$ cat src/shared/bcs_pkg.sv
package bcs_pkg;

    // instruction groups handed over by the decoder
    typedef enum logic [3:0] {
        OP_SWAP_IDX     = 4'h0,
        OP_HALT         = 4'h1,
        OP_IM_SET       = 4'h2,
        OP_STEP_R8      = 4'h3,
        OP_STEP_HL      = 4'h4,
        OP_STEP_IDXD    = 4'h5,
        OP_STEP_R16     = 4'h6,
        OP_STEP_IDX     = 4'h7,
        OP_IN_A_IMM     = 4'h8,
        OP_IN_PAGE0     = 4'h9,
        OP_IN_COUNT     = 4'ha,
        OP_IN_STEP      = 4'hb,
        OP_IN_REPEAT    = 4'hc,
        OP_DEC_BRANCH   = 4'hd,
        OP_INT_ENABLE   = 4'he
    } bcs_op_t;

    // machine cycle kinds
    typedef enum logic [2:0] {
        CK_NONE       = 3'h0,
        CK_FETCH1     = 3'h1,
        CK_FETCH2     = 3'h2,
        CK_MEM_RD     = 3'h3,
        CK_MEM_WR     = 3'h4,
        CK_PORT_RD    = 3'h5,
        CK_IDLE       = 3'h6,
        CK_IDLE_LOCK  = 3'h7
    } bcs_kind_t;

    // address sources
    typedef enum logic [3:0] {
        AS_NONE       = 4'h0,
        AS_PC         = 4'h1,
        AS_SP         = 4'h2,
        AS_SP1        = 4'h3,
        AS_HL         = 4'h4,
        AS_BC         = 4'h5,
        AS_IDXD       = 4'h6,
        AS_PORT_ACC   = 4'h7,
        AS_PORT_ZERO  = 4'h8
    } bcs_asel_t;

    // write data sources
    typedef enum logic [1:0] {
        WD_NONE    = 2'h0,
        WD_IDX_HI  = 2'h1,
        WD_IDX_LO  = 2'h2,
        WD_STEP    = 2'h3
    } bcs_wsel_t;

    typedef struct packed {
        bcs_kind_t kind;
        bcs_asel_t asel;
        bcs_wsel_t wsel;
        logic      halt;
        logic      capt_to_mem;
    } bcs_cyc_t;

    typedef struct packed {
        bcs_op_t     op;
        logic        down;
        logic        cnt_nz;
        logic [15:0] pc;
        logic [15:0] sp;
        logic [15:0] hl;
        logic [15:0] bc;
        logic [15:0] idx;
        logic [7:0]  acc;
    } bcs_req_t;

    typedef struct packed {
        logic read_strobe_n;
        logic store_strobe_n;
        logic memory_request_n;
        logic port_request_n;
        logic first_fetch_marker_n;
        logic stopped_flag_n;
        logic fetch_start_flag_n;
    } bcs_strobe_t;

    localparam bcs_strobe_t STB_IDLE       = 7'h7f;
    localparam bcs_strobe_t STB_FETCH1     = 7'h2a;
    localparam bcs_strobe_t STB_FETCH2     = 7'h2b;
    localparam bcs_strobe_t STB_MEM_RD     = 7'h2f;
    localparam bcs_strobe_t STB_MEM_WR     = 7'h4f;
    localparam bcs_strobe_t STB_PORT_RD    = 7'h37;
    localparam bcs_strobe_t STB_HALT_FETCH = 7'h28;

    localparam logic [1:0]  ACCESS_LAST    = 2'h2;
    localparam logic [7:0]  PORT_PAGE_ZERO = 8'h00;
    localparam logic [15:0] ADDR_RESET     = 16'h0000;
    localparam logic [7:0]  DATA_RESET     = 8'h00;

endpackage

$ cat src/bcs_tstate_ctr.sv
`timescale 1ns/1ps
`default_nettype none
module bcs_tstate_ctr
    import bcs_pkg::*;
(
    input  wire logic clk,
    input  wire logic nrst,
    input  wire logic run,
    input  wire logic three_state,
    output logic      done
);
    logic [1:0] cnt_ff;

    // one state per clock: access ends on the third, internal on the first
    assign done = run && (!three_state || cnt_ff == ACCESS_LAST);

    always_ff @(posedge clk) begin
        if (!nrst) begin
            cnt_ff <= 2'h0;
        end else if (done || !run) begin
            cnt_ff <= 2'h0;
        end else begin
            cnt_ff <= cnt_ff + 2'h1;
        end
    end
endmodule
`default_nettype wire

$ cat src/bcs_strobe_gen.sv
`timescale 1ns/1ps
`default_nettype none
module bcs_strobe_gen
    import bcs_pkg::*;
(
    input  wire logic        clk,
    input  wire logic        nrst,
    input  wire bcs_kind_t   kind,
    input  wire logic        halt,
    output bcs_strobe_t      strobe_ff
);
    bcs_strobe_t nxt_strobe;

    always_comb begin
        case (kind)
            CK_FETCH1:  nxt_strobe = halt ? STB_HALT_FETCH : STB_FETCH1;
            CK_FETCH2:  nxt_strobe = STB_FETCH2;
            CK_MEM_RD:  nxt_strobe = STB_MEM_RD;
            CK_MEM_WR:  nxt_strobe = STB_MEM_WR;
            CK_PORT_RD: nxt_strobe = STB_PORT_RD;
            default:    nxt_strobe = STB_IDLE;
        endcase
    end

    always_ff @(posedge clk) begin
        if (!nrst) begin
            strobe_ff <= STB_IDLE;
        end else begin
            strobe_ff <= nxt_strobe;
        end
    end
endmodule
`default_nettype wire

$ cat src/bcs_sequencer.sv
`timescale 1ns/1ps
`default_nettype none
module bcs_sequencer
    import bcs_pkg::*;
(
    input  wire logic        clk,
    input  wire logic        nrst,
    input  wire logic        op_valid,
    input  wire bcs_req_t    op_req,
    input  wire logic [7:0]  data_in,
    input  wire logic        irq_n_pin,
    input  wire logic        busreq_n_pin,
    output logic             op_ready_ff,
    output bcs_strobe_t      strobe_ff,
    output logic [15:0]      addr_ff,
    output logic [7:0]       data_out_ff,
    output logic             data_oe_ff,
    output logic             busack_n_ff,
    output logic             irq_take_ff
);
    typedef enum logic [1:0] {
        ST_IDLE = 2'b00,
        ST_RUN  = 2'b01,
        ST_REL  = 2'b11
    } bcs_state_t;

    bcs_state_t  state_ff;
    bcs_state_t  nxt_state;
    bcs_req_t    op_ff;
    bcs_cyc_t    cur_cyc_ff;
    bcs_cyc_t    nxt_cyc;
    logic [2:0]  step_ff;
    logic [2:0]  nxt_step;
    logic [15:0] pc_ff;
    logic [15:0] nxt_pc;
    logic [7:0]  capt_ff;
    logic [7:0]  nxt_capt;
    logic [7:0]  disp_ff;
    logic [7:0]  nxt_disp;
    logic        ret_run_ff;
    logic        irq_s1_ff;
    logic        irq_s2_ff;
    logic        breq_s1_ff;
    logic        breq_s2_ff;
    logic        take;
    logic        cyc_end;
    logic        is_last;
    logic        halt_hold;
    logic        insn_end;
    logic        grant;
    logic        is_access;
    logic        is_read;
    bcs_kind_t   show_kind;
    logic [15:0] nxt_addr;
    logic [7:0]  nxt_wdata;
    logic [15:0] idx_disp;

    function automatic bcs_cyc_t mk(bcs_kind_t k, bcs_asel_t a, bcs_wsel_t w, logic h, logic c);
        mk = '{kind: k, asel: a, wsel: w, halt: h, capt_to_mem: c};
    endfunction

    function automatic logic [2:0] len_of(bcs_op_t op, logic cnz);
        case (op)
            OP_SWAP_IDX:   len_of = 3'd7;
            OP_STEP_HL:    len_of = 3'd4;
            OP_STEP_IDXD:  len_of = 3'd0;
            OP_STEP_IDX:   len_of = 3'd3;
            OP_IN_A_IMM:   len_of = 3'd3;
            OP_IN_PAGE0:   len_of = 3'd4;
            OP_IN_COUNT:   len_of = 3'd3;
            OP_IN_STEP:    len_of = 3'd4;
            OP_IN_REPEAT:  len_of = cnz ? 3'd6 : 3'd4;
            OP_DEC_BRANCH: len_of = cnz ? 3'd5 : 3'd3;
            OP_INT_ENABLE: len_of = 3'd1;
            default:       len_of = 3'd2;
        endcase
    endfunction

    // cycle table, step by step
    function automatic bcs_cyc_t seq_of(bcs_op_t op, logic [2:0] s, logic cnz);
        bcs_cyc_t c;
        c = mk(CK_IDLE, AS_NONE, WD_NONE, 1'b0, 1'b0);
        if (s == 3'd0) begin
            c = mk(CK_FETCH1, AS_PC, WD_NONE, 1'b0, 1'b0);
        end else begin
            case (op)
                OP_SWAP_IDX: begin
                    case (s)
                        3'd1:    c = mk(CK_FETCH2, AS_PC, WD_NONE, 1'b0, 1'b0);
                        3'd2:    c = mk(CK_MEM_RD, AS_SP, WD_NONE, 1'b0, 1'b0);
                        3'd3:    c = mk(CK_MEM_RD, AS_SP1, WD_NONE, 1'b0, 1'b0);
                        3'd5:    c = mk(CK_MEM_WR, AS_SP1, WD_IDX_HI, 1'b0, 1'b0);
                        3'd6:    c = mk(CK_MEM_WR, AS_SP, WD_IDX_LO, 1'b0, 1'b0);
                        default: c = mk(CK_IDLE, AS_NONE, WD_NONE, 1'b0, 1'b0);
                    endcase
                end
                OP_HALT: c = mk(CK_FETCH1, AS_PC, WD_NONE, 1'b1, 1'b0);
                OP_STEP_HL: begin
                    case (s)
                        3'd1:    c = mk(CK_MEM_RD, AS_HL, WD_NONE, 1'b0, 1'b0);
                        3'd3:    c = mk(CK_MEM_WR, AS_HL, WD_STEP, 1'b0, 1'b0);
                        default: c = mk(CK_IDLE, AS_NONE, WD_NONE, 1'b0, 1'b0);
                    endcase
                end
                OP_STEP_IDXD: begin
                    case (s)
                        3'd1:    c = mk(CK_FETCH2, AS_PC, WD_NONE, 1'b0, 1'b0);
                        3'd2:    c = mk(CK_MEM_RD, AS_PC, WD_NONE, 1'b0, 1'b0);
                        3'd5:    c = mk(CK_MEM_RD, AS_IDXD, WD_NONE, 1'b0, 1'b0);
                        3'd7:    c = mk(CK_MEM_WR, AS_IDXD, WD_STEP, 1'b0, 1'b0);
                        default: c = mk(CK_IDLE, AS_NONE, WD_NONE, 1'b0, 1'b0);
                    endcase
                end
                OP_IN_A_IMM: begin
                    case (s)
                        3'd1:    c = mk(CK_MEM_RD, AS_PC, WD_NONE, 1'b0, 1'b0);
                        default: c = mk(CK_PORT_RD, AS_PORT_ACC, WD_NONE, 1'b0, 1'b0);
                    endcase
                end
                OP_IN_PAGE0: begin
                    case (s)
                        3'd1:    c = mk(CK_FETCH2, AS_PC, WD_NONE, 1'b0, 1'b0);
                        3'd2:    c = mk(CK_MEM_RD, AS_PC, WD_NONE, 1'b0, 1'b0);
                        default: c = mk(CK_PORT_RD, AS_PORT_ZERO, WD_NONE, 1'b0, 1'b0);
                    endcase
                end
                OP_IN_COUNT, OP_IN_STEP, OP_IN_REPEAT: begin
                    case (s)
                        3'd1:    c = mk(CK_FETCH2, AS_PC, WD_NONE, 1'b0, 1'b0);
                        3'd2:    c = mk(CK_PORT_RD, AS_BC, WD_NONE, 1'b0, 1'b0);
                        3'd3:    c = mk(CK_MEM_WR, AS_HL, WD_NONE, 1'b0, 1'b1);
                        default: c = mk(CK_IDLE, AS_NONE, WD_NONE, 1'b0, 1'b0);
                    endcase
                end
                OP_DEC_BRANCH: begin
                    case (s)
                        3'd1:    c = mk(cnz ? CK_IDLE_LOCK : CK_IDLE, AS_NONE, WD_NONE, 1'b0, 1'b0);
                        3'd2:    c = mk(CK_MEM_RD, AS_PC, WD_NONE, 1'b0, 1'b0);
                        default: c = mk(CK_IDLE, AS_NONE, WD_NONE, 1'b0, 1'b0);
                    endcase
                end
                OP_IM_SET, OP_STEP_IDX: begin
                    c = (s == 3'd1) ? mk(CK_FETCH2, AS_PC, WD_NONE, 1'b0, 1'b0)
                                    : mk(CK_IDLE, AS_NONE, WD_NONE, 1'b0, 1'b0);
                end
                default: c = mk(CK_IDLE, AS_NONE, WD_NONE, 1'b0, 1'b0);
            endcase
        end
        seq_of = c;
    endfunction

    // asynchronous request pins pass two flip-flops
    always_ff @(posedge clk) begin
        if (!nrst) begin
            irq_s1_ff  <= 1'b0;
            irq_s2_ff  <= 1'b0;
            breq_s1_ff <= 1'b0;
            breq_s2_ff <= 1'b0;
        end else begin
            irq_s1_ff  <= !irq_n_pin;
            irq_s2_ff  <= irq_s1_ff;
            breq_s1_ff <= !busreq_n_pin;
            breq_s2_ff <= breq_s1_ff;
        end
    end

    assign is_access = cur_cyc_ff.kind inside {CK_FETCH1, CK_FETCH2, CK_MEM_RD, CK_MEM_WR, CK_PORT_RD};
    assign is_read   = cur_cyc_ff.kind inside {CK_FETCH1, CK_FETCH2, CK_MEM_RD, CK_PORT_RD};

    bcs_tstate_ctr u_tstate (
        .clk         (clk),
        .nrst        (nrst),
        .run         (state_ff == ST_RUN),
        .three_state (is_access),
        .done        (cyc_end)
    );

    assign take      = (state_ff == ST_IDLE) && op_ready_ff && op_valid;
    assign is_last   = (step_ff == len_of(op_ff.op, op_ff.cnt_nz) - 3'd1);
    assign halt_hold = cur_cyc_ff.halt && !irq_s2_ff;
    assign insn_end  = cyc_end && is_last && !halt_hold;
    assign grant     = breq_s2_ff && ((state_ff == ST_IDLE && !take)
                     || (cyc_end && cur_cyc_ff.kind != CK_IDLE_LOCK));

    always_comb begin
        nxt_state = state_ff;
        case (state_ff)
            ST_IDLE: begin
                if (take) begin
                    nxt_state = ST_RUN;
                end else if (grant) begin
                    nxt_state = ST_REL;
                end
            end
            ST_RUN: begin
                if (grant) begin
                    nxt_state = ST_REL;
                end else if (insn_end) begin
                    nxt_state = ST_IDLE;
                end
            end
            ST_REL: begin
                if (!breq_s2_ff) begin
                    nxt_state = ret_run_ff ? ST_RUN : ST_IDLE;
                end
            end
            default: nxt_state = ST_IDLE;
        endcase
    end

    always_comb begin
        nxt_step = step_ff;
        nxt_cyc  = cur_cyc_ff;
        if (take) begin
            nxt_step = 3'd0;
            nxt_cyc  = seq_of(op_req.op, 3'd0, op_req.cnt_nz);
        end else if (cyc_end && !is_last) begin
            nxt_step = step_ff + 3'd1;
            nxt_cyc  = seq_of(op_ff.op, step_ff + 3'd1, op_ff.cnt_nz);
        end
    end

    // cycle bookkeeping
    always_ff @(posedge clk) begin
        if (!nrst) begin
            state_ff   <= ST_IDLE;
            step_ff    <= 3'd0;
            cur_cyc_ff <= mk(CK_NONE, AS_NONE, WD_NONE, 1'b0, 1'b0);
            op_ff      <= '0;
            ret_run_ff <= 1'b0;
        end else begin
            state_ff   <= nxt_state;
            step_ff    <= nxt_step;
            cur_cyc_ff <= nxt_cyc;
            if (take) begin
                op_ff <= op_req;
            end
            if (grant && state_ff == ST_RUN) begin
                ret_run_ff <= !insn_end;
            end else if (grant) begin
                ret_run_ff <= 1'b0;
            end
        end
    end

    // program counter and captured bytes
    always_comb begin
        nxt_pc   = pc_ff;
        nxt_capt = capt_ff;
        nxt_disp = disp_ff;
        if (take) begin
            nxt_pc = op_req.pc;
        end else if (cyc_end && !cur_cyc_ff.halt && cur_cyc_ff.asel == AS_PC && is_read) begin
            nxt_pc = pc_ff + 16'h0001;
        end
        if (cyc_end && is_read) begin
            nxt_capt = data_in;
            if (cur_cyc_ff.kind == CK_MEM_RD && cur_cyc_ff.asel == AS_PC) begin
                nxt_disp = data_in;
            end
        end
    end

    always_ff @(posedge clk) begin
        if (!nrst) begin
            pc_ff   <= ADDR_RESET;
            capt_ff <= DATA_RESET;
            disp_ff <= DATA_RESET;
        end else begin
            pc_ff   <= nxt_pc;
            capt_ff <= nxt_capt;
            disp_ff <= nxt_disp;
        end
    end

    // bus drive for the cycle that starts next clock
    assign show_kind = (nxt_state == ST_RUN) ? nxt_cyc.kind : CK_NONE;
    assign idx_disp  = op_ff.idx + {{8{nxt_disp[7]}}, nxt_disp};

    always_comb begin
        case (nxt_cyc.asel)
            AS_PC:        nxt_addr = nxt_pc;
            AS_SP:        nxt_addr = op_ff.sp;
            AS_SP1:       nxt_addr = op_ff.sp + 16'h0001;
            AS_HL:        nxt_addr = op_ff.hl;
            AS_BC:        nxt_addr = op_ff.bc;
            AS_IDXD:      nxt_addr = idx_disp;
            AS_PORT_ACC:  nxt_addr = {op_ff.acc, nxt_capt};
            AS_PORT_ZERO: nxt_addr = {PORT_PAGE_ZERO, nxt_capt};
            default:      nxt_addr = addr_ff;
        endcase
        case (nxt_cyc.wsel)
            WD_IDX_HI: nxt_wdata = op_ff.idx[15:8];
            WD_IDX_LO: nxt_wdata = op_ff.idx[7:0];
            WD_STEP:   nxt_wdata = op_ff.down ? nxt_capt - 8'h01 : nxt_capt + 8'h01;
            default:   nxt_wdata = nxt_capt;
        endcase
    end

    bcs_strobe_gen u_strobe (
        .clk       (clk),
        .nrst      (nrst),
        .kind      (show_kind),
        .halt      (nxt_cyc.halt),
        .strobe_ff (strobe_ff)
    );

    always_ff @(posedge clk) begin
        if (!nrst) begin
            addr_ff     <= ADDR_RESET;
            data_out_ff <= DATA_RESET;
            data_oe_ff  <= 1'b0;
            op_ready_ff <= 1'b0;
            busack_n_ff <= 1'b1;
            irq_take_ff <= 1'b0;
        end else begin
            if (show_kind != CK_NONE && show_kind != CK_IDLE && show_kind != CK_IDLE_LOCK) begin
                addr_ff <= nxt_addr;
            end
            data_out_ff <= nxt_wdata;
            data_oe_ff  <= (show_kind == CK_MEM_WR);
            op_ready_ff <= (nxt_state == ST_IDLE);
            busack_n_ff <= (nxt_state != ST_REL);
            irq_take_ff <= insn_end && irq_s2_ff && op_ff.op != OP_INT_ENABLE;
        end
    end

    // checks
    logic [1:0] age_ff;
    always_ff @(posedge clk) begin
        if (!nrst || cyc_end || state_ff != ST_RUN) begin
            age_ff <= 2'h0;
        end else begin
            age_ff <= age_ff + 2'h1;
        end
    end

    property p_fetch1;
        @(posedge clk) disable iff (!nrst)
        (state_ff == ST_RUN && cur_cyc_ff.kind == CK_FETCH1 && !cur_cyc_ff.halt) |-> strobe_ff == STB_FETCH1;
    endproperty
    a_fetch1: assert property (p_fetch1) else $error("first fetch strobes wrong");

    property p_fetch2;
        @(posedge clk) disable iff (!nrst)
        (state_ff == ST_RUN && cur_cyc_ff.kind == CK_FETCH2) |-> strobe_ff == STB_FETCH2;
    endproperty
    a_fetch2: assert property (p_fetch2) else $error("second fetch strobes wrong");

    property p_idle;
        @(posedge clk) disable iff (!nrst)
        (state_ff == ST_RUN && !is_access) |-> (strobe_ff == STB_IDLE && !data_oe_ff);
    endproperty
    a_idle: assert property (p_idle) else $error("internal cycle drives bus");

    property p_write;
        @(posedge clk) disable iff (!nrst)
        (state_ff == ST_RUN && cur_cyc_ff.kind == CK_MEM_WR) |-> (strobe_ff == STB_MEM_WR && data_oe_ff);
    endproperty
    a_write: assert property (p_write) else $error("write strobes wrong");

    property p_halt;
        @(posedge clk) disable iff (!nrst)
        (state_ff == ST_RUN && cur_cyc_ff.halt && cyc_end && !irq_s2_ff && !breq_s2_ff)
            |=> (strobe_ff == STB_HALT_FETCH && addr_ff == $past(addr_ff));
    endproperty
    a_halt: assert property (p_halt) else $error("stop fetch not repeated");

    property p_swap_len;
        @(posedge clk) disable iff (!nrst)
        (insn_end && op_ff.op == OP_SWAP_IDX) |-> (step_ff == 3'd6 && cur_cyc_ff.asel == AS_SP);
    endproperty
    a_swap_len: assert property (p_swap_len) else $error("swap length wrong");

    property p_idxd_len;
        @(posedge clk) disable iff (!nrst)
        (insn_end && op_ff.op == OP_STEP_IDXD) |-> (step_ff == 3'd7 && addr_ff == idx_disp);
    endproperty
    a_idxd_len: assert property (p_idxd_len) else $error("indexed step length wrong");

    property p_port_acc;
        @(posedge clk) disable iff (!nrst)
        (state_ff == ST_RUN && cur_cyc_ff.kind == CK_PORT_RD && op_ff.op == OP_IN_A_IMM)
            |-> (addr_ff == {op_ff.acc, capt_ff} && strobe_ff == STB_PORT_RD);
    endproperty
    a_port_acc: assert property (p_port_acc) else $error("direct port address wrong");

    property p_port_zero;
        @(posedge clk) disable iff (!nrst)
        (state_ff == ST_RUN && cur_cyc_ff.kind == CK_PORT_RD && op_ff.op == OP_IN_PAGE0)
            |-> addr_ff[15:8] == PORT_PAGE_ZERO;
    endproperty
    a_port_zero: assert property (p_port_zero) else $error("page zero upper address nonzero");

    property p_lock;
        @(posedge clk) disable iff (!nrst)
        (state_ff == ST_RUN && cur_cyc_ff.kind == CK_IDLE_LOCK) |=> busack_n_ff;
    endproperty
    a_lock: assert property (p_lock) else $error("release granted after locked state");

    property p_ei;
        @(posedge clk) disable iff (!nrst)
        (insn_end && op_ff.op == OP_INT_ENABLE) |=> !irq_take_ff;
    endproperty
    a_ei: assert property (p_ei) else $error("interrupt sampled after enable");

    property p_states;
        @(posedge clk) disable iff (!nrst)
        cyc_end |-> age_ff == (is_access ? 2'h2 : 2'h0);
    endproperty
    a_states: assert property (p_states) else $error("cycle length wrong");
endmodule
`default_nettype wire

$ cat config.mk
export PLATFORM = sky130hd
export DESIGN_NAME = bcs_sequencer
export DESIGN_NICKNAME = d
export VERILOG_FILES = /design/src/shared/bcs_pkg.sv /design/src/bcs_tstate_ctr.sv /design/src/bcs_strobe_gen.sv /design/src/bcs_sequencer.sv
export SDC_FILE = /design/constraint.sdc
export NUM_CORES = 1
export LEC_CHECK = 0
export BUFFER_PORTS_ARGS = -buffer_cell sky130_fd_sc_hd__buf_2
export CAP_MARGIN = 20
export CORE_MARGIN = 10
export CORE_UTILIZATION = 58
export CTS_CLUSTER_SIZE = 8
export DETAILED_ROUTE_END_ITERATION = 10
export GPL_TIMING_DRIVEN = 0
export PLACE_DENSITY = 0.81
export SETUP_SLACK_MARGIN = 0.4
export SLEW_MARGIN = 20
export SYNTH_ARGS = -nofsm -noshare
export SYNTH_HDL_FRONTEND = slang
export SYNTH_HIERARCHICAL = 1
export SYNTH_SLANG_ARGS = --single-unit
export TNS_END_PERCENT = 30
$ cat constraint.sdc
create_clock -name clk -period 5.7 [get_ports clk]
set_clock_uncertainty 0.05 [all_clocks]
set_input_delay 0.285 -clock clk [delete_from_list [all_inputs] [get_ports clk]]
set_output_delay 0.285 -clock clk [all_outputs]
set_load 0.02 [all_outputs]
==> results of run 1 <==
==> synthesized netlist by cell type, drive strengths merged, types with 5 or more instances <==
cell,number
nor2b,14
nor3,26
a22oi,15
nand2b,13
buf,16
or2,6
o211ai,6
or3,7
a21o,8
ha,30
nor4,8
a22o,6
o22ai,13
inv,30
mux2i,16
dfxtp,167
xnor2,27
nor2,74
nand2,226
a221oi,11
and2,30
mux2,17
nand4,6
o21bai,5
xor2,29
and3,17
a21boi,6
clkbuf,60
a2111oi,6
nand3,21
a31oi,18
a211oi,10
o21ai,65
a21oi,136
==> per-stage QoR <==
stage / util [%] / TNS (ns) / power [mW] / cells / setup WS, ns
floorplan: - / 0 / 1.627 / 1210 / 0.7823
global placement: 65.41 / -0.4477 / 1.813 / 1567 / -0.3427
detailed placement: 65.41 / -0.6147 / 1.819 / 1567 / -0.4270
CTS: 69.35 / 0 / 2.981 / 1601 / 0.4030
global route: 69.68 / 0 / 3.092 / 1604 / 0.3263
finish: 69.68 / 0 / 2.988 / 1604 / 0.6500
==> worst register-to-register path, delay by kind of cell (launching register included) <==
family	cells	cell delay, ns
AOI/OAI and AO/OA	9	2.12
xor gates and xnor gates	1	0.17
adders and majority gates	1	0.35
buffers and inverters	4	0.82
DFF	1	0.38
muxes	1	0.39
and+or+nand+nor	4	0.67
==> routing by layer <==
metal  up-vias  routed length, µm  GRT usage, %
met1      4540              13630         37.10
li1       4635                  -             -
met4         0               1478         12.83
met5         -                  0             0
met2       523              14350         44.57
met3       106               3180         7.906
==> repair_timing <==
action | CTS | global route
buffers inserted | 1 | 3
gates resized for setup | 2 | 11
pin swaps | 1 | 1
setup endpoints to repair | 6 | 14
hold endpoints to repair | 2 | 0
hold buffers | 2 | 0
==> registers in the layout, summed over array words and instances, names as in the netlist, 2 cells and up <==
name / flops
data_out_ff: 8
step_ff: 3
disp_ff: 8
u_tstate/cnt_ff: 2
addr_ff: 16
state_ff: 2
cur_cyc_ff: 10
u_strobe/strobe_ff: 7
op_ff: 78
capt_ff: 8
pc_ff: 16
==> layout make-up <==
type	count	area (µm²)
Buffer	76	314.1
Clock buffer	17	425.4
Clock inverter	14	166.4
Fill cell	1338	4835
Inverter	30	112.6
Multi-Input combinational cell	937	5720
Sequential cell	167	3343
Tap cell	216	270.3
Timing Repair Buffer	147	755.7
==> cell families after synthesis <==
kind of cell	after synthesis
AOI/OAI and AO/OA	353
xor gates and xnor gates	56
adders and majority gates	32
buffers and inverters	106
DFF	167
muxes	33
and+or+nand+nor	463
==> power groups by stage <==
stage	registers (mW)	clock network [mW]	logic (mW)
finish	1.28	1.17	0.533
global route	1.29	1.23	0.577
CTS	1.28	1.18	0.520
detailed placement	1.30	0	0.515
global placement	1.30	0	0.511
floorplan	1.31	0	0.317
==> worst max path at each step <==
stage,cells past startpoint,from,end,slack [ns]
floorplan,20,cur_cyc_ff[10],addr_ff[15],0.78
finish,20,cur_cyc_ff[10],addr_ff[15],0.65
CTS,20,cur_cyc_ff[10],addr_ff[15],0.40
detailed placement,20,cur_cyc_ff[10],addr_ff[15],-0.43
global route,20,cur_cyc_ff[10],addr_ff[15],0.33
global placement,20,cur_cyc_ff[10],addr_ff[15],-0.34
==> summary.md, run 1 <==
| Metric | Value |
|---|---|
| Post-synthesis cell count | 1210 |
| Fin area | 11110 µm² |
| Total track usage | 28.93% |
| Most common flop cell mapped by yosys | dfxtp_1 |
| Logic pwr share | 17.8% |
| Hold path depth | 3 |
| Largest family of logic cells by synthesized area | compound AO/OA/AOI/OAI gates |
| Pin count of the biggest net entering global routing | 17 |
| R2R depth | 20 |
| Area grow syn2layout | 17.53% |
| Cell Area, Placed | 10430 µm² |
| Netlist cell types | 86 |
| Commonest cells after routing, fill and taps aside | nand2_1 (224), dfxtp_1 (167), buf_2 (152), a21oi_1 (135), nor2_1 (72) |
| Post-Synth Adder-Cell Area | 4.395% |
| Vias | 9804 |
| Leakage | 4.471 nW |
| Main area contributors after synthesis | dfxtp_1 (35%), nand2_1 (8.9%), a21oi_1 (7.1%), ha_1 (4.0%), nor2_1 (2.9%) |
| IO Pins | 142 |
| Crit end category | flop |
| Pint | 2.075 mW |
| Complex-gate fraction of the synthesized area | 24.01% |
| Synth top area share | 35.37% |
| GP Congestion | 1.045 |
| F_max | 0.1980 GHz |
| Clk sinks | 167 |
| Worst skew pair latency | 0.44 ns |
| Clock Power Share | 39.3% |
| GRT overflow | 0 |
| CTS buffer count | 17 |
| Worst-Margin Slew | 0.9065 ns |
| RSZ-0062 raised after global routing | yes |
| Initial drt markers | 1018 |
| Power per cell area | 269.0 nW/µm² |
| Final setup viols | 0 |
| Clock-pin slew on the worst setup and hold paths | 0.07 ns |
| CTS tree | done |
| Worst flop-to-flop path startpoint | cur_cyc_ff[10] |
| Synth warn | 6 |
| Post-synth EDFFs | 0 |
| Root Buffer | clkbuf_16 |
| Die area | 21800 µm² |
| Worst setup SP type | flop |
| Path type of the worst min-delay path | input port to flop |
| Initial antenna violation count | 0 |
| Fin crit period | 5.050 ns |
| Hold endpoint | op_ff[57] |
| Reg2reg end | addr_ff[15] |
| CP Cell Sequence | nor3_1 > a21oi_1 > a21boi_0 > clkbuf_2 > inv_1 > clkbuf_2 > nor4_4 > buf_4 > mux2_2 > ha_1 > o21a_1 > a211oi_1 > o31a_1 > nor3_1 > a2111oi_2 > o21bai_1 > a21oi_1 > xnor2_1 > nand2_1 > a311oi_1 |
| Sw power | 0.9135 mW |
| Syn_nets | 1349 |
| Antenna viol nets, final | 0 |
| Die width | 147.7 µm |
| Crit path largest cell delay | 0.44 ns |
| Detail Placement HPWL | 25520 µm |
| DRT Pass-1 Iters | 8 |
| Crit path max-delay family | compound AO/OA/AOI/OAI gates |
| Netlist Area Pre-Place | 9452 µm² |
| CP Class | flop to flop |
| Part of the Yosys area used for sequential elements | 35.37% |
| Synth Area in Simple Gates | 22.84% |
| XOR/XNOR share of the synthesized area | 5.189% |
| Switching Fraction | 30.57% |
| Tcrit/Tclk final | 88.60% |
| Post-DR wirelength/cell | 20.35 µm |
| CP arrival | 5.35 ns |
| Crit path max fanout | 10 |
| Vias in the first global route | 9142 |
| Register share of total power | 42.9% |
| IO Port Bufs | 141 |
| Hold Vio Cnt, Final | 0 |
| First-pass GRT wire length | 50380 µm |
| R2R setup slack | 0.65 ns |
| Clock tree buffer depth | 2 |
| Seq cells post-synth | 167 |
| Fin. max-slew vios | 0 |
| CP bufs+invs | 4 |
| Min Hold Slack | 0.02294 ns |
| Required time worst endpoint | 6.00 ns |
| Layout cell share with drive strength beyond 1 | 17.15% |
| Initial Util | 59.28% |
| Slowest CP cell | a2111oi_2 |
| Cell type with the largest total area after synthesis | dfxtp_1 |
| Core Box Area | 15940 µm² |
| Peak supply drop | 0.2252 mV |
| Post-DR vias/cell | 6.112 |
| Die Height | 147.7 µm |
| # rows | 46 |
| Commonest non-fill, non-tap cell in the layout | nand2_1 |
| ANT cells | 0 |
| Hold_sp | op_req[57] |
| Async SR Flop Fraction | 0% |
| Syn_area_per_cell | 7.811 µm² |
| Worst slew margin | 39.47% |
| H-tree depth | 4 |
| Status | complete, no violations |
| DRC | 0 |
| Max_cap viols | 0 |
| Proportion of synthesized area in mux cells | 3.720% |
| Final WL | 32640 µm |
| NumNets Final | 1515 |
(Power assumes the default switching activity.)
==> run 2: changes to the inputs <==
GPL_ROUTABILITY_DRIVEN = 0   (was unset)
RECOVER_POWER = 100   (was unset)
==> run 2 against run 1 <==
  * Cell count up 0.19%
  * First-iteration DRC count up 40%
  * Highest routed layer unchanged
  * Total power up 0.26%
  * Global-route usage down 1.0 points
  * Sequential share of layout area up 0.075 points
  * Worst setup slack worse by 0.32 ns
  * Maximum frequency down 5.9%
  * Core utilization down 0.17 points
  * Via count up 1.1%
  * Non-clock buffer count up 2
  * Sequential cell count unchanged
  * Critical path type unchanged
==> summary.md, run 2 (synthesis results as in run 1) <==
| Metric | Value |
|---|---|
| Status | complete, no violations |
| Fin crit period | 5.367 ns |
| RSZ-0062 raised after global routing | yes |
| Initial Util | 59.28% |
| Total track usage | 27.91% |
| Logic pwr share | 17.5% |
| Slowest CP cell | a2111oi_4 |
| FF+latch area | 3343 µm² |
| CP Cell Sequence | clkbuf_1 > clkbuf_1 > clkbuf_1 > o22ai_1 > a22o_1 > ha_1 > xor2_1 > and3_1 > a2111o_1 > nand2_1 > mux2_1 > and3b_1 > a2111oi_4 > buf_4 > a21boi_1 > a31oi_1 |
| Vias | 9916 |
| Fillers | 1318 |
| Die Height | 147.7 µm |
| CP Class | flop to flop |
| Area grow syn2layout | 17.24% |
| Vias in the first global route | 9306 |
| Final WL | 31850 µm |
| Root Buffer | clkbuf_16 |
| Detail Placement HPWL | 24100 µm |
| Most used cell along the critical path | clkbuf_1 |
| Max_cap viols | 0 |
| GRT overflow | 0 |
| Met2 usage | 43.96% |
| Commonest cells after routing, fill and taps aside | nand2_1 (225), dfxtp_1 (167), a21oi_1 (135), buf_2 (115), clkbuf_1 (97) |
| ANT cells | 0 |
| Path type of the worst min-delay path | input port to flop |
| Initial antenna violation count | 0 |
| Area occupied by multi-input gates | 5718 µm² |
| Fin. max-slew vios | 0 |
| Crit path largest cell delay | 0.48 ns |
| # rows | 46 |
| Register share of total power | 42.7% |
| Worst skew pair latency | 0.43 ns |
| Antenna viol nets, final | 0 |
| Worst slew margin | 20.92% |
| Setup slack at placement | -0.3253 ns |
| Min Hold Slack | 0.03278 ns |
| H-tree depth | 4 |
| CTS buffer count | 17 |
| Largest Register | op_ff |
| Crit path max-delay family | compound AO/OA/AOI/OAI gates |
| CP arrival | 5.63 ns |
| Setup TNS | 0 ns |
| Power per cell area | 270.4 nW/µm² |
| Max reg flops | 78 |
| Worst-Margin Slew | 1.175 ns |
| Clock tree buffer depth | 2 |
| Biggest regs | op_ff: 78 flops, addr_ff: 16 flops, pc_ff: 16 flops |
| F_max | 0.1863 GHz |
| Pin count of the biggest net entering global routing | 17 |
| DRT Pass-1 Iters | 7 |
| Post-DR wirelength/cell | 19.82 µm |
| CP bufs+invs | 4 |
| CTS tree | done |
| Final setup viols | 0 |
| Die area | 21800 µm² |
| Clock-pin slew on the worst setup and hold paths | 0.07 ns |
| Final worst slack | 0.3335 ns |
| Post-DR vias/cell | 6.171 |
| Peak supply drop | 0.2089 mV |
| Sw power | 0.8933 mW |
| Initial drt markers | 1423 |
| IO Port Bufs | 141 |
| Pint | 2.103 mW |
| Worst setup SP type | flop |
| Crit end category | flop |
| IO Pins | 142 |
| Post-route total power | 2.996 mW |
| Leakage | 4.337 nW |
| Layout cell share with drive strength beyond 1 | 13.66% |
| DRC | 0 |
| Commonest non-fill, non-tap cell in the layout | nand2_1 |
| First-pass GRT wire length | 49290 µm |
| Tcrit/Tclk final | 94.15% |
| NumNets Final | 1517 |
| Required time worst endpoint | 5.97 ns |
| Grt met3 use | 7.143% |
| Clk sinks | 167 |
| Clock Power Share | 39.8% |
| Met1 Track Usage GR | 34.72% |
| Crit path max fanout | 10 |
| Hold Vio Cnt, Final | 0 |
| Die width | 147.7 µm |
| Core Box Area | 15940 µm² |
| Switching Fraction | 29.82% |
| Global route hottest layer | met2 |
-- run 2: cell types whose count changed in the layout (fill, tap and decap cells not counted), moves of 4 or more --
cell	previous run	this run
clkbuf_1	57	97
buf_2	152	115
mux2_1	0	9
mux2_2	17	8
and2_0	0	4
and2_1	30	26
inv_8	4	0
-- run 2: final timing paths --
path / from / endpoint / slack [ns] / cells after the start
setup reg to reg: op_ff[90] / addr_ff[13] / 0.33 / 16
hold reg to reg: u_tstate/cnt_ff[0] / u_tstate/cnt_ff[0] / 0.38 / 1
setup / recovery: op_ff[90] / addr_ff[13] / 0.33 / 16
hold / removal: op_req[7] / op_ff[7] / 0.03 / 3
-- run 2: through the flow --
step | util [%] | cell area [µm²] | instances
3_5_place_dp | 65.41 | 10430 | 1567
6_report | 69.50 | 11080 | 1607
3_3_place_gp | 65.41 | 10430 | 1567
4_1_cts | 69.46 | 11070 | 1603
2_1_floorplan | - | 9452 | 1210
5_1_grt | 69.50 | 11080 | 1607
-- run 2: final cells by class --
type,instances,area share [%]
Multi-Input combinational cell,937,51.60
Buffer,76,2.800
Inverter,30,1.016
Tap cell,216,2.439
Clock inverter,14,1.547
Timing Repair Buffer,149,6.549
Clock buffer,18,3.873
Sequential cell,167,30.17
-- run 2: power by group through the flow --
stage | Clock, mW | Sequential (mW) | Combinational (mW)
6_report | 1.19 | 1.28 | 0.523
5_1_grt | 1.24 | 1.29 | 0.564
4_1_cts | 1.19 | 1.28 | 0.514
3_5_place_dp | 0 | 1.30 | 0.508
3_3_place_gp | 0 | 1.30 | 0.498
2_1_floorplan | 0 | 1.31 | 0.317
-- run 2: timing repair --
item	4_1_cts	5_1_grt
gates cloned	0	0
pin swaps	1	3
hold buffers	2	0
setup endpoints to repair	6	11
endpoints found under the hold margin	2	0
setup buffers	2	4
gates resized for setup	2	11
-- run 2: tightest hold or removal path: stages --
cell and delay, ns:
buf_2 0.09, nand2_1 0.04, a21oi_1 0.05
-- run 2: per-layer routing --
layer | vias to the layer above | wire length (µm)
li1 | 4639 | -
met1 | 4447 | 12280
met2 | 692 | 14060
met3 | 138 | 3784
met4 | 0 | 1722
met5 | - | 0
